$ cat src/logic/fsp_pkg.sv
// Shared constants and types for the flash self-programming control block.
// Assumes a core that issues one store or load request per cycle at most.
package fsp_pkg;

  // Control and status register, one byte on a 6-bit register address
  localparam logic [5:0] FSP_CSR_OFF      = 6'h10;
  localparam int         FSP_BIT_EN       = 0;
  localparam int         FSP_BIT_ERASE    = 1;
  localparam int         FSP_BIT_PAGE_WRITE_BIT    = 2;
  localparam int         FSP_BIT_FLREAD   = 3;
  localparam int         FSP_BIT_BUFCLR   = 4;
  localparam int         FSP_BIT_SIGREAD  = 5;
  localparam logic [7:0] FSP_CSR_RESET    = 8'h00;

  // Window after a register write, counted down once per cycle
  localparam logic [2:0] FSP_STORE_WIN    = 3'h4;
  localparam logic [2:0] FSP_LOAD_MIN_WIN = 3'h2;

  // Pointer layout: bit 0 byte select, then word-in-page, then page
  localparam int         FSP_WORD_BITS    = 3;
  localparam int         FSP_PAGE_BITS    = 9;
  localparam int         FSP_WORD_LSB     = 1;
  localparam int         FSP_PAGE_LSB     = FSP_WORD_LSB + FSP_WORD_BITS;
  localparam int         FSP_PAGE_WORDS   = 1 << FSP_WORD_BITS;

  // Lock bits, 0 means programmed
  localparam logic [1:0] FSP_LOCK_NONE    = 2'h3;
  localparam logic [1:0] FSP_LOCK_MAX     = 2'h0;
  localparam logic [15:0] FSP_BUF_ERASED  = 16'hffff;
  // Signature table contents are not modelled; value is arbitrary
  localparam logic [7:0] FSP_SIG_DEFAULT  = 8'hff;

  // Operation time, timed by the 8 MHz calibrated oscillator
  localparam real        FSP_OP_MIN_MS    = 3.7;
  localparam real        FSP_OP_MAX_MS    = 4.5;
  localparam real        FSP_OSC_MHZ      = 8.0;
  localparam int unsigned FSP_OP_MIN_TICKS =
    int'($ceil(FSP_OP_MIN_MS * FSP_OSC_MHZ * 1000.0));
  localparam int unsigned FSP_OP_MAX_TICKS =
    int'($floor(FSP_OP_MAX_MS * FSP_OSC_MHZ * 1000.0));

  typedef enum logic [1:0] {
    FSP_OP_IDLE,
    FSP_OP_ERASE,
    FSP_OP_WRITE,
    FSP_OP_LOCK
  } fsp_op_t;

  typedef struct packed {
    logic       wr;
    logic       rd;
    logic [5:0] addr;
    logic [7:0] wdata;
  } fsp_reg_req_t;

  typedef struct packed {
    logic        store;
    logic        load;
    logic [15:0] ptr;
    logic [15:0] pair;
  } fsp_core_req_t;

  typedef struct packed {
    fsp_op_t                  op;
    logic [FSP_PAGE_BITS-1:0] page;
  } fsp_flash_cmd_t;

endpackage

$ cat src/logic/fsp_self_program.sv
// Flash self-programming control: register, store/load windows, operations.
// Assumes the core stalls on core_stall and the flash macro follows
// flash_cmd while its op is not idle, reading the buffer via flash_buf_addr.
//
// Design decisions made here: the plain strobed port and the register offsets.
`timescale 1ns/100ps
`default_nettype none
module fsp_self_program #(
  parameter int unsigned OP_TICKS = fsp_pkg::FSP_OP_MIN_TICKS
) (
  // Clock and reset
  input  wire logic                   sys_clk,
  input  wire logic                   rst,
  // Register port
  input  wire fsp_pkg::fsp_reg_req_t  reg_req,
  output logic [7:0]                  reg_rdata,
  // Core store/load requests and answers
  input  wire fsp_pkg::fsp_core_req_t core_req,
  output logic                        core_stall,
  output logic                        load_valid,
  output logic [7:0]                  load_data,
  // EEPROM status
  input  wire logic                   eeprom_write_busy_flag,
  input  wire logic                   eeprom_write_start,
  // Oscillator tick
  input  wire logic                   osc_tick,
  // Fuses and nonvolatile lock bits
  input  wire logic                   self_program_fuse,
  input  wire logic [7:0]             fuse_low,
  input  wire logic [7:0]             fuse_high,
  input  wire logic [1:0]             lock_nv,
  input  wire logic                   chip_erase,
  // Flash macro
  output fsp_pkg::fsp_flash_cmd_t     flash_cmd,
  output logic [1:0]                  lock_bits,
  output logic                        ext_prog_lock,
  output logic                        ext_read_lock,
  input  wire logic [fsp_pkg::FSP_WORD_BITS-1:0] flash_buf_addr,
  output logic [15:0]                 flash_buf_data
);
  import fsp_pkg::*;

  typedef struct packed {
    logic                     en;
    logic                     sig_rd;
    logic                     fl_rd;
    logic                     page_write_bit;
    logic                     erase;
    logic [2:0]               win;
    fsp_op_t                  op;
    logic [FSP_PAGE_BITS-1:0] page;
    logic [1:0]               lock;
    logic [1:0]               lock_new;
    logic                     lock_loaded;
    logic                     prog_lock;
    logic                     read_lock;
    logic                     stall;
    logic [7:0]               rdata;
    logic                     ld_valid;
    logic [7:0]               ld_data;
  } fsp_ctl_t;

  fsp_ctl_t s_ff;
  fsp_ctl_t nxt_s;

  logic buf_clr;
  logic buf_we;
  logic buf_any;
  logic tmr_start;
  logic tmr_busy;
  logic tmr_done;
  logic csr_wr;
  logic store_hit;
  logic load_hit;
  logic prog_ok;

  // Protection level: 0 none, 1 programming locked, 2 reading locked too
  function automatic logic [1:0] lock_level(input logic [1:0] lb);
    case (lb)
      2'h3:    lock_level = 2'h0;
      2'h2:    lock_level = 2'h1;
      default: lock_level = 2'h2;
    endcase
  endfunction

  // Lower or equal request falls to maximum protection
  function automatic logic [1:0] lock_merge(input logic [1:0] cur,
                                            input logic [1:0] req);
    if (lock_level(req) > lock_level(cur)) begin
      lock_merge = req;
    end else begin
      lock_merge = FSP_LOCK_MAX;
    end
  endfunction

  function automatic logic [7:0] csr_image(input fsp_ctl_t c);
    csr_image                  = FSP_CSR_RESET;
    csr_image[FSP_BIT_EN]      = c.en;
    csr_image[FSP_BIT_ERASE]   = c.erase;
    csr_image[FSP_BIT_PAGE_WRITE_BIT]   = c.page_write_bit;
    csr_image[FSP_BIT_FLREAD]  = c.fl_rd;
    csr_image[FSP_BIT_SIGREAD] = c.sig_rd;
  endfunction

  fsp_page_buffer u_buf (
    .sys_clk    (sys_clk),
    .rst        (rst),
    .clr        (buf_clr),
    .we         (buf_we),
    .waddr      (core_req.ptr[FSP_WORD_LSB +: FSP_WORD_BITS]),
    .wdata      (core_req.pair),
    .any_loaded (buf_any),
    .raddr      (flash_buf_addr),
    .rdata      (flash_buf_data)
  );

  fsp_op_timer #(
    .TICKS (OP_TICKS)
  ) u_tmr (
    .sys_clk  (sys_clk),
    .rst      (rst),
    .start    (tmr_start),
    .osc_tick (osc_tick),
    .busy     (tmr_busy),
    .done     (tmr_done)
  );

  always_comb begin
    nxt_s          = s_ff;
    buf_clr        = 1'b0;
    buf_we         = 1'b0;
    tmr_start      = 1'b0;
    nxt_s.ld_valid = 1'b0;
    nxt_s.ld_data  = 8'h00;
    csr_wr    = reg_req.wr && reg_req.addr == FSP_CSR_OFF;
    store_hit = core_req.store && s_ff.en && s_ff.win != 3'h0 &&
                s_ff.op == FSP_OP_IDLE;
    load_hit  = core_req.load && s_ff.en && s_ff.win >= FSP_LOAD_MIN_WIN &&
                s_ff.op == FSP_OP_IDLE;
    prog_ok   = !self_program_fuse && !eeprom_write_busy_flag;

    // top bits read zero, unmapped reads zero
    nxt_s.rdata = (reg_req.rd && reg_req.addr == FSP_CSR_OFF) ?
                  csr_image(s_ff) : 8'h00;

    // Lock bits are nonvolatile, so they are fetched after reset release
    if (!s_ff.lock_loaded) begin
      nxt_s.lock        = lock_nv;
      nxt_s.lock_loaded = 1'b1;
    end else if (chip_erase && s_ff.op == FSP_OP_IDLE) begin
      nxt_s.lock = FSP_LOCK_NONE;
    end

    if (s_ff.op == FSP_OP_IDLE && s_ff.win != 3'h0) begin
      nxt_s.win = s_ff.win - 3'h1;
      if (s_ff.win == 3'h1) begin
        nxt_s.en     = 1'b0;
        nxt_s.sig_rd = 1'b0;
        nxt_s.fl_rd  = 1'b0;
        nxt_s.page_write_bit  = 1'b0;
        nxt_s.erase  = 1'b0;
      end
    end

    if (eeprom_write_start && buf_any) begin
      buf_clr = 1'b1;
    end

    // register writes refused while EEPROM programs or flash busy
    if (csr_wr && !eeprom_write_busy_flag && s_ff.op == FSP_OP_IDLE) begin
      if (reg_req.wdata[FSP_BIT_BUFCLR]) begin
        buf_clr = 1'b1;
      end
      nxt_s.en     = reg_req.wdata[FSP_BIT_EN];
      nxt_s.erase  = reg_req.wdata[FSP_BIT_ERASE];
      nxt_s.page_write_bit  = reg_req.wdata[FSP_BIT_PAGE_WRITE_BIT];
      nxt_s.fl_rd  = reg_req.wdata[FSP_BIT_FLREAD];
      nxt_s.sig_rd = reg_req.wdata[FSP_BIT_SIGREAD];
      nxt_s.win    = reg_req.wdata[FSP_BIT_EN] ? FSP_STORE_WIN : 3'h0;
    end

    if (store_hit) begin
      nxt_s.en     = 1'b0;
      nxt_s.sig_rd = 1'b0;
      nxt_s.fl_rd  = 1'b0;
      nxt_s.page_write_bit  = 1'b0;
      nxt_s.erase  = 1'b0;
      nxt_s.win    = 3'h0;
      if (prog_ok) begin
        case ({s_ff.sig_rd, s_ff.fl_rd, s_ff.page_write_bit, s_ff.erase})
          4'h1: begin
            nxt_s.op    = FSP_OP_ERASE;
            nxt_s.page  = core_req.ptr[FSP_PAGE_LSB +: FSP_PAGE_BITS] &
                          ~{{(FSP_PAGE_BITS-2){1'b0}}, 2'h3};
            nxt_s.en    = 1'b1;
            nxt_s.erase = 1'b1;
            tmr_start   = 1'b1;
          end
          4'h2: begin
            nxt_s.op    = FSP_OP_WRITE;
            nxt_s.page  = core_req.ptr[FSP_PAGE_LSB +: FSP_PAGE_BITS];
            nxt_s.en    = 1'b1;
            nxt_s.page_write_bit = 1'b1;
            tmr_start   = 1'b1;
          end
          4'h4: begin
            nxt_s.op       = FSP_OP_LOCK;
            nxt_s.lock_new = lock_merge(s_ff.lock, core_req.pair[1:0]);
            nxt_s.en       = 1'b1;
            nxt_s.fl_rd    = 1'b1;
            tmr_start      = 1'b1;
          end
          4'h0: begin
            buf_we = 1'b1;
          end
          default: begin
            buf_we = 1'b0;
          end
        endcase
      end
    end

    // Reads of fuse or signature consume the enable like a store does
    if (load_hit && (s_ff.sig_rd || s_ff.fl_rd)) begin
      nxt_s.en     = 1'b0;
      nxt_s.sig_rd = 1'b0;
      nxt_s.fl_rd  = 1'b0;
      nxt_s.win    = 3'h0;
      if (s_ff.sig_rd) begin
        nxt_s.ld_valid = 1'b1;
        nxt_s.ld_data  = FSP_SIG_DEFAULT;
      end else if (!eeprom_write_busy_flag) begin
        // lock or fuse by pointer bit 0
        nxt_s.ld_valid = 1'b1;
        if (core_req.ptr[0]) begin
          nxt_s.ld_data = {6'h3f, s_ff.lock};
        end else begin
          nxt_s.ld_data = core_req.ptr[1] ? fuse_high : fuse_low;
        end
      end
    end

    if (tmr_done && s_ff.op != FSP_OP_IDLE) begin
      nxt_s.op    = FSP_OP_IDLE;
      nxt_s.en    = 1'b0;
      nxt_s.page_write_bit = 1'b0;
      nxt_s.erase = 1'b0;
      nxt_s.fl_rd = 1'b0;
      if (s_ff.op == FSP_OP_WRITE) begin
        buf_clr = 1'b1;
      end
      if (s_ff.op == FSP_OP_LOCK) begin
        nxt_s.lock = s_ff.lock_new;
      end
    end

    nxt_s.prog_lock = lock_level(nxt_s.lock) != 2'h0;
    nxt_s.read_lock = lock_level(nxt_s.lock) == 2'h2;
    nxt_s.stall     = nxt_s.op == FSP_OP_ERASE || nxt_s.op == FSP_OP_WRITE;
  end

  always_ff @(posedge sys_clk or posedge rst) begin
    if (rst) begin
      s_ff          <= '0;
      s_ff.op       <= FSP_OP_IDLE;
      s_ff.lock     <= FSP_LOCK_NONE;
      s_ff.lock_new <= FSP_LOCK_NONE;
    end else begin
      s_ff <= nxt_s;
    end
  end

  assign reg_rdata      = s_ff.rdata;
  assign core_stall     = s_ff.stall;
  assign load_valid     = s_ff.ld_valid;
  assign load_data      = s_ff.ld_data;
  assign flash_cmd      = '{op:   s_ff.op,
                            page: s_ff.page};
  assign lock_bits      = s_ff.lock;
  assign ext_prog_lock  = s_ff.prog_lock;
  assign ext_read_lock  = s_ff.read_lock;
endmodule
`default_nettype wire

$ cat src/logic/fsp_op_timer.sv
// Flash operation timer, counting ticks of the calibrated oscillator.
// Assumes osc_tick is a one-cycle pulse synchronous to sys_clk.
`timescale 1ns/100ps
`default_nettype none
module fsp_op_timer #(
  parameter int unsigned TICKS = fsp_pkg::FSP_OP_MIN_TICKS
) (
  // Clock and reset
  input  wire logic sys_clk,
  input  wire logic rst,
  // Control
  input  wire logic start,
  input  wire logic osc_tick,
  output logic      busy,
  output logic      done
);
  import fsp_pkg::*;

  typedef struct packed {
    logic        busy;
    logic        done;
    logic [15:0] cnt;
  } fsp_tmr_t;

  fsp_tmr_t s_ff;
  fsp_tmr_t nxt_s;

  // One extra tick because the first one may arrive right after start
  always_comb begin
    nxt_s      = s_ff;
    nxt_s.done = 1'b0;
    if (start) begin
      nxt_s.busy = 1'b1;
      nxt_s.cnt  = TICKS[15:0] + 16'h1;
    end else if (s_ff.busy && osc_tick) begin
      if (s_ff.cnt == 16'h1) begin
        nxt_s.busy = 1'b0;
        nxt_s.done = 1'b1;
      end
      nxt_s.cnt = s_ff.cnt - 16'h1;
    end
  end

  always_ff @(posedge sys_clk or posedge rst) begin
    if (rst) begin
      s_ff <= '0;
    end else begin
      s_ff <= nxt_s;
    end
  end

  assign busy = s_ff.busy;
  assign done = s_ff.done;
endmodule
`default_nettype wire

$ cat src/logic/fsp_page_buffer.sv
// Temporary page buffer, one word per location, with a loaded map.
// Assumes each location is loaded once between clears.
`timescale 1ns/100ps
`default_nettype none
module fsp_page_buffer (
  // Clock and reset
  input  wire logic                             sys_clk,
  input  wire logic                             rst,
  // Load side
  input  wire logic                             clr,
  input  wire logic                             we,
  input  wire logic [fsp_pkg::FSP_WORD_BITS-1:0] waddr,
  input  wire logic [15:0]                      wdata,
  output logic                                  any_loaded,
  // Flash side
  input  wire logic [fsp_pkg::FSP_WORD_BITS-1:0] raddr,
  output logic [15:0]                           rdata
);
  import fsp_pkg::*;

  typedef struct packed {
    logic [FSP_PAGE_WORDS-1:0] loaded;
    logic [15:0]               rdata;
  } fsp_buf_t;

  fsp_buf_t    s_ff;
  fsp_buf_t    nxt_s;
  logic [15:0] mem [FSP_PAGE_WORDS];

  // Clearing only drops the loaded map, so a clear costs one cycle
  always_comb begin
    nxt_s       = s_ff;
    nxt_s.rdata = s_ff.loaded[raddr] ? mem[raddr] : FSP_BUF_ERASED;
    if (clr) begin
      nxt_s.loaded = '0;
    end
    // A word stored in the clearing cycle survives the clear
    if (we) begin
      nxt_s.loaded[waddr] = 1'b1;
    end
  end

  always_ff @(posedge sys_clk or posedge rst) begin
    if (rst) begin
      s_ff <= '0;
    end else begin
      s_ff <= nxt_s;
    end
  end

  always_ff @(posedge sys_clk) begin
    if (we) begin
      mem[waddr] <= wdata;
    end
  end

  assign any_loaded = |s_ff.loaded;
  assign rdata      = s_ff.rdata;
endmodule
`default_nettype wire

$ cat config.mk
export PLATFORM = sky130hd
export DESIGN_NAME = fsp_self_program
export DESIGN_NICKNAME = d
export VERILOG_FILES = /design/src/logic/fsp_pkg.sv /design/src/logic/fsp_self_program.sv /design/src/logic/fsp_op_timer.sv /design/src/logic/fsp_page_buffer.sv
export SDC_FILE = /design/constraint.sdc
export NUM_CORES = 1
export LEC_CHECK = 0
export BUFFER_PORTS_ARGS = -buffer_cell sky130_fd_sc_hd__buf_2
export CELL_PAD_IN_SITES_DETAIL_PLACEMENT = 1
export CELL_PAD_IN_SITES_GLOBAL_PLACEMENT = 1
export CORE_ASPECT_RATIO = 0.9
export CORE_MARGIN = 1.5
export CORE_UTILIZATION = 48
export DETAILED_ROUTE_END_ITERATION = 7
export PLACE_DENSITY = 0.82
export SLEW_MARGIN = 20
export SYNTH_ARGS = -nofsm -noshare
export SYNTH_HDL_FRONTEND = slang
export SYNTH_HIERARCHICAL = 1
export SYNTH_SLANG_ARGS = --single-unit
$ cat constraint.sdc
create_clock -name sys_clk -period 4 [get_ports sys_clk]
set_clock_uncertainty 0.15 [all_clocks]
set_input_delay 0.2 -clock sys_clk [delete_from_list [all_inputs] [get_ports sys_clk]]
set_output_delay 0.2 -clock sys_clk [all_outputs]
set_load 0.02 [all_outputs]
* After elaboration in Yosys (flattened, before gate mapping)
Memories as Yosys holds them, arrays and structs flattened. Index checks and enable logic that the tools add are counted.
Word-level totals: register bits 84, latch bits 0, RAM bits 128, memory bits (read-only) 0, bits of input ports 78, output and inout bits 49, word-level logic and storage cells 154, memories 1
Cells by class: add/subtract/negate cells 2, $mul 0, div/mod/pow operators 0, order comparisons 5, equal/unequal tests 17, shift-type cells 0, mux-type cells 62, bitwise logic cells 1, reductions and logical operators 44
Memories:
- u_buf.mem | words 8, width 16, rd ports 1, clocked after Yosys merged registers in 0, wr ports 1, RTL line fsp_page_buffer.sv:28 | logic [15:0] mem [FSP_PAGE_WORDS];
Operators with widths (number):
- 8-bit two-way mux | 6
- 16-bit two-way mux | 2
- 9-bit two-way mux | 3
- 2-bit two-way mux | 13
- 1-bit two-way mux | 21
- 2-bit == test, second input constant | 10
- 19-bit two-way mux | 1
- 1-bit logical AND | 18
- 18-bit two-way mux | 1
- 9-bit case mux with 2 select lines | 1
- 16-bit by 1-bit == test with 1-bit output, second input constant | 1
- 4-bit nonzero test | 4
- 16-bit by 1-bit subtractor with 16-bit output, second input constant | 1
- 3-bit two-way mux | 5
- 2-bit case mux with 2 select lines | 3
- 11-bit two-way mux | 1
- 2-bit nonzero test | 5
- 5-bit nonzero test | 2
- 3-bit by 4-bit < comparator with 1-bit output, second input constant | 2
- 8-bit OR | 1
- 2-bit AND reduction | 4
- 8-bit OR reduction | 1
- 6-bit by 5-bit == test with 1-bit output, second input constant | 1
- 6-bit two-way mux | 1
- other kinds (20) | 23

* Logic depth before layout (Yosys ltp)
word-level depth 10, depth in mapped cells 9, depth with buffers taken out 8

* Hierarchy
Netlist, hierarchy kept.
By module, submodules not included:
- fsp_page_buffer | instances 1, cells an instance 272, area an instance 5769.3 µm², sequential area each 4444.3 µm²
- fsp_self_program | instances 1, cells an instance 236, area an instance 2374.8 µm², sequential area each 1031.0 µm²
- fsp_op_timer | instances 1, cells an instance 89, area an instance 912.1 µm², sequential area each 450.4 µm²

* Least setup slack after synthesis
No wires, ideal clock.
path kind flip-flop to flip-flop, start point register s_ff (netlist bit flash_cmd[9]), end point memory u_buf.mem[0][0], enable pin, setup time 0.412 ns, arrival time 2.552 ns, required time 3.438 ns, slack 0.887 ns, cell stages (with the launch flop) 8, path buffers 2, period minus slack after synthesis 3.113 ns, cells stage by stage dfrtp_1 buf_6 or2_1 buf_6 nor3_2 and3b_1 nand2b_1 nor3_1
Between the ends: word-level cells in the longest chain between the ends 5
Ends and longest elaborated chain:
- start: declaration | RTL line fsp_self_program.sv:63 | fsp_ctl_t s_ff;
- start signal: assignment | RTL line fsp_self_program.sv:269 | s_ff <= nxt_s;
- 2-bit zero test | RTL line fsp_self_program.sv:137 | s_ff.op == FSP_OP_IDLE;
- 1-bit logical AND | RTL line fsp_self_program.sv:136 | store_hit = core_req.store && s_ff.en && s_ff.win != 3'h0 &&
- 1-bit two-way mux | RTL line fsp_self_program.sv:182 | if (store_hit) begin
- net buf_we | RTL line fsp_self_program.sv:67 | logic buf_we;
- 1-bit two-way mux | RTL line fsp_page_buffer.sv:52 | if (we) begin
- 1-bit two-way mux (not written as such) | RTL line fsp_page_buffer.sv:53 | mem[waddr] <= wdata;
- end: declaration | RTL line fsp_page_buffer.sv:28
The timed path passes the listed nets, and every way through them passes these cells.

==> reports/results.ini <==
[status]
run_status=complete, but fails checks
violations=negative hold slack

[timing]
setup_viol=0
hold_slack_ps=-2.426
drv_slew=0
fmax_mhz=338.1
min_period_ps=2958
tightestPinTransition_ps=1196
rsz0062_at_grt=false
finalCritPeriodShare_pct=73.95
final.setup.tns_ps=0
slew_headroom_pct=19.14
finalHoldViolations=1

[place]
port_buffers=118
dp_hpwl_um=13940
place_area_um2=9585
place.gp.congestion=0.8119

[cts]
clk_latency_ps=520
cts_setup_buffers=0
htreeDepth=1
cts_buffers=23
cts_tree=built
clkSlewWorstSetupHoldPaths_ps=70
cts_buffer_depth=3
cts-root-buf=clkbuf_16
cts_resized=0
cts_num_sinks=211

[final_layout]
fillers=1789
final_core_util_pct=58.61
drive_gt1_share_pct=30.11
syn2layout_area_growth_pct=19.49
final_area_um2=10820
final_nets=823

[drt]
drt.antenna.violating_nets=0
drtIter0Drc=394
drc=0
firstDrtPassIters=5
drt-total-wl_um=23360
vias_per_cell=5.602
vias=5619
avgRoutedWirePerCell_um=23.29

[global_routing]
grt_usage_pct=24.38
antenna_found_initial=5
gr-total-overflow=0
grt_pass1_vias=6383
grt_pass1_wl_um=36290
grt_max_degree=42

[power_and_ir_drop]
p_leak_nw=4.394
power.density_nw_per_um2=537.6
vdd_ir_drop_max_v=0.0003492

[synth]
synth_edf_count=128
syn_area_per_cell_um2=15.17
synthTopCellsByCount=128 x edfxtp_1, 79 x dfrtp_1, 46 x buf_4
netlist_area_um2=9056
yosys_warnings=6
ys_types=65
ys.flop_type=edfxtp_1
async_flop_share_pct=39.34
synth_area_leader_cell=edfxtp_1
synth_top_area_share_pct=42.44
synth.most_common_cell=edfxtp_1
synthTopCellsByArea=edfxtp_1 42%, dfrtp_1 22%, mux4_2 8.5%
synth_compound_area_share_pct=4.255
muxShareOfSynthArea_pct=12.81
synth_xor_area_share_pct=1.354
synth_seq_cells=211
yosys.area_share.simple_pct=8.967
synth_top_family_by_area=multiplexers
synth_adder_area_share_pct=1.105
synth_seq_area_share_pct=65.43
synthCells=597

[job]
cap_violations=0

[worst_setup_path]
worstReg2RegStart=flash_cmd[9]
startpoint_type=register
critPathKind=register to register
crit_required_ps=4290
worstPathMaxFanout=10
startpoint=flash_cmd[9]
endpoint_kind=register
ff2ff_path_depth=5
cp.arrival_ps=3250
r2r-end=load_data[5]
reg2reg_slack_ps=1040

[floorplan]
fp.dieH_um=133.3
initial_core_util_pct=49.04
die_area_um2=19700
die_w_um=147.8
core_region_area_um2=18470
rows=47
ios=127

[hold_path]
holdPathStages=3
hold_end=load_data[3]
worstHoldStart=core_req[16]
min_path_type=input port to register

-- layout by cell type (no fill, tap or decap), types with 5 or more instances in the layout --
cell type and instances:
buf_4 11, a21oi_1 18, a21o_1 11, and2_1 6, nand2b_1 13, mux2i_1 30
mux4_2 34, inv_1 19, xor2_1 11, clkinv_2 7, o21ai_0 5, nand3_1 5
clkbuf_16 23, buf_2 118, nand2_1 45, nor2_1 27, dlygate4sd3_1 53, ha_1 8
nor3_1 6, dfrtp_1 79, nand4_1 7, mux2_2 7, edfxtp_1 128
-- report_power, final --
part / internal, mW / leakage, nW / switching (mW)
registers: 2.52 / 2.16 / 0.227
logic: 0.446 / 1.89 / 0.655
clock network: 1.09 / 0.346 / 0.881
total: 4.05 / 4.39 / 1.76
-- logic make-up after synthesis --
logic type,after synthesis
flops,211
simple gates,146
buf+inv,89
mux,72
compound gates,55
xor+xnor,14
fa+ha+maj,8
other cells,2
-- routing by layer --
layer | share of wire, % | wire length [um] | global-route usage, % | up-vias
met2 | 55 | 12730 | 44.11 | 182
met5 | 0.030 | 7 | 0 | -
li1 | - | - | - | 2450
met1 | 38 | 8844 | 29.21 | 2929
met3 | 4.7 | 1087 | 4.418 | 56
met4 | 2.9 | 689 | 8.611 | 2
-- worst max-delay path by stage --
stage / slack [ps] / depth (start not counted) / end
2_1_floorplan: 890 / 7 / u_buf/mem[0][0]
3_5_place_dp: 1450 / 6 / u_buf/mem[1][9]
6_report: 1040 / 5 / load_data[5]
5_1_grt: 990 / 5 / load_data[5]
4_1_cts: 1300 / 5 / load_data[6]
3_3_place_gp: 1550 / 6 / u_buf/mem[4][9]
-- worst max-delay path: stages (launching register included) --
cell and delay [ps]:
dfrtp_1 500, or2_1 430, nor4_4 530, o21ai_1 360, a21oi_1 270, dlygate4sd3_1 650
-- final cells by class --
class / instances / area (um2) / share of cell area (%)
multi-input cells: 299 / 2605 / 24.07
inverters: 20 / 75.07 / 0.6937
clock inverters: 14 / 91.34 / 0.8440
clock buffers: 28 / 604.3 / 5.584
well taps: 245 / 306.5 / 2.833
repair buffers: 182 / 1204 / 11.12
flip-flops and latches: 211 / 5926 / 54.76
diodes: 4 / 10.01 / 0.09250
-- per-stage QoR --
step                power (mW)  std cells  setup WS, ps
global placement         3.675        904          1546
detailed placement       3.782        904          1454
finish                   5.818       1003          1042
floorplan                3.531        599         886.7
CTS                      5.786        999          1301
global route             6.037       1002         986.8
-- repair_timing --
item | 4_1_cts | 5_1_grt
hold buffers | 53 | 0
endpoints found under the hold margin | 240 | 0
setup endpoints to repair | 0 | 0
-- registers in the layout (all words and copies together) (netlist names) --
| signal | cells |
|---|---|
| ext_read_lock | 1 |
| s_ff | 11 |
| u_tmr/done | 1 |
| reg_rdata | 5 |
| flash_cmd | 11 |
| lock_bits | 2 |
| u_buf/s_ff | 8 |
| load_valid | 1 |
| load_data | 8 |
| ext_prog_lock | 1 |
| u_tmr/s_ff | 16 |
| u_buf/mem | 128 |
| core_stall | 1 |
| u_buf/rdata | 16 |
| u_tmr/busy | 1 |
No activity file was read; power rests on OpenSTA's default activity.
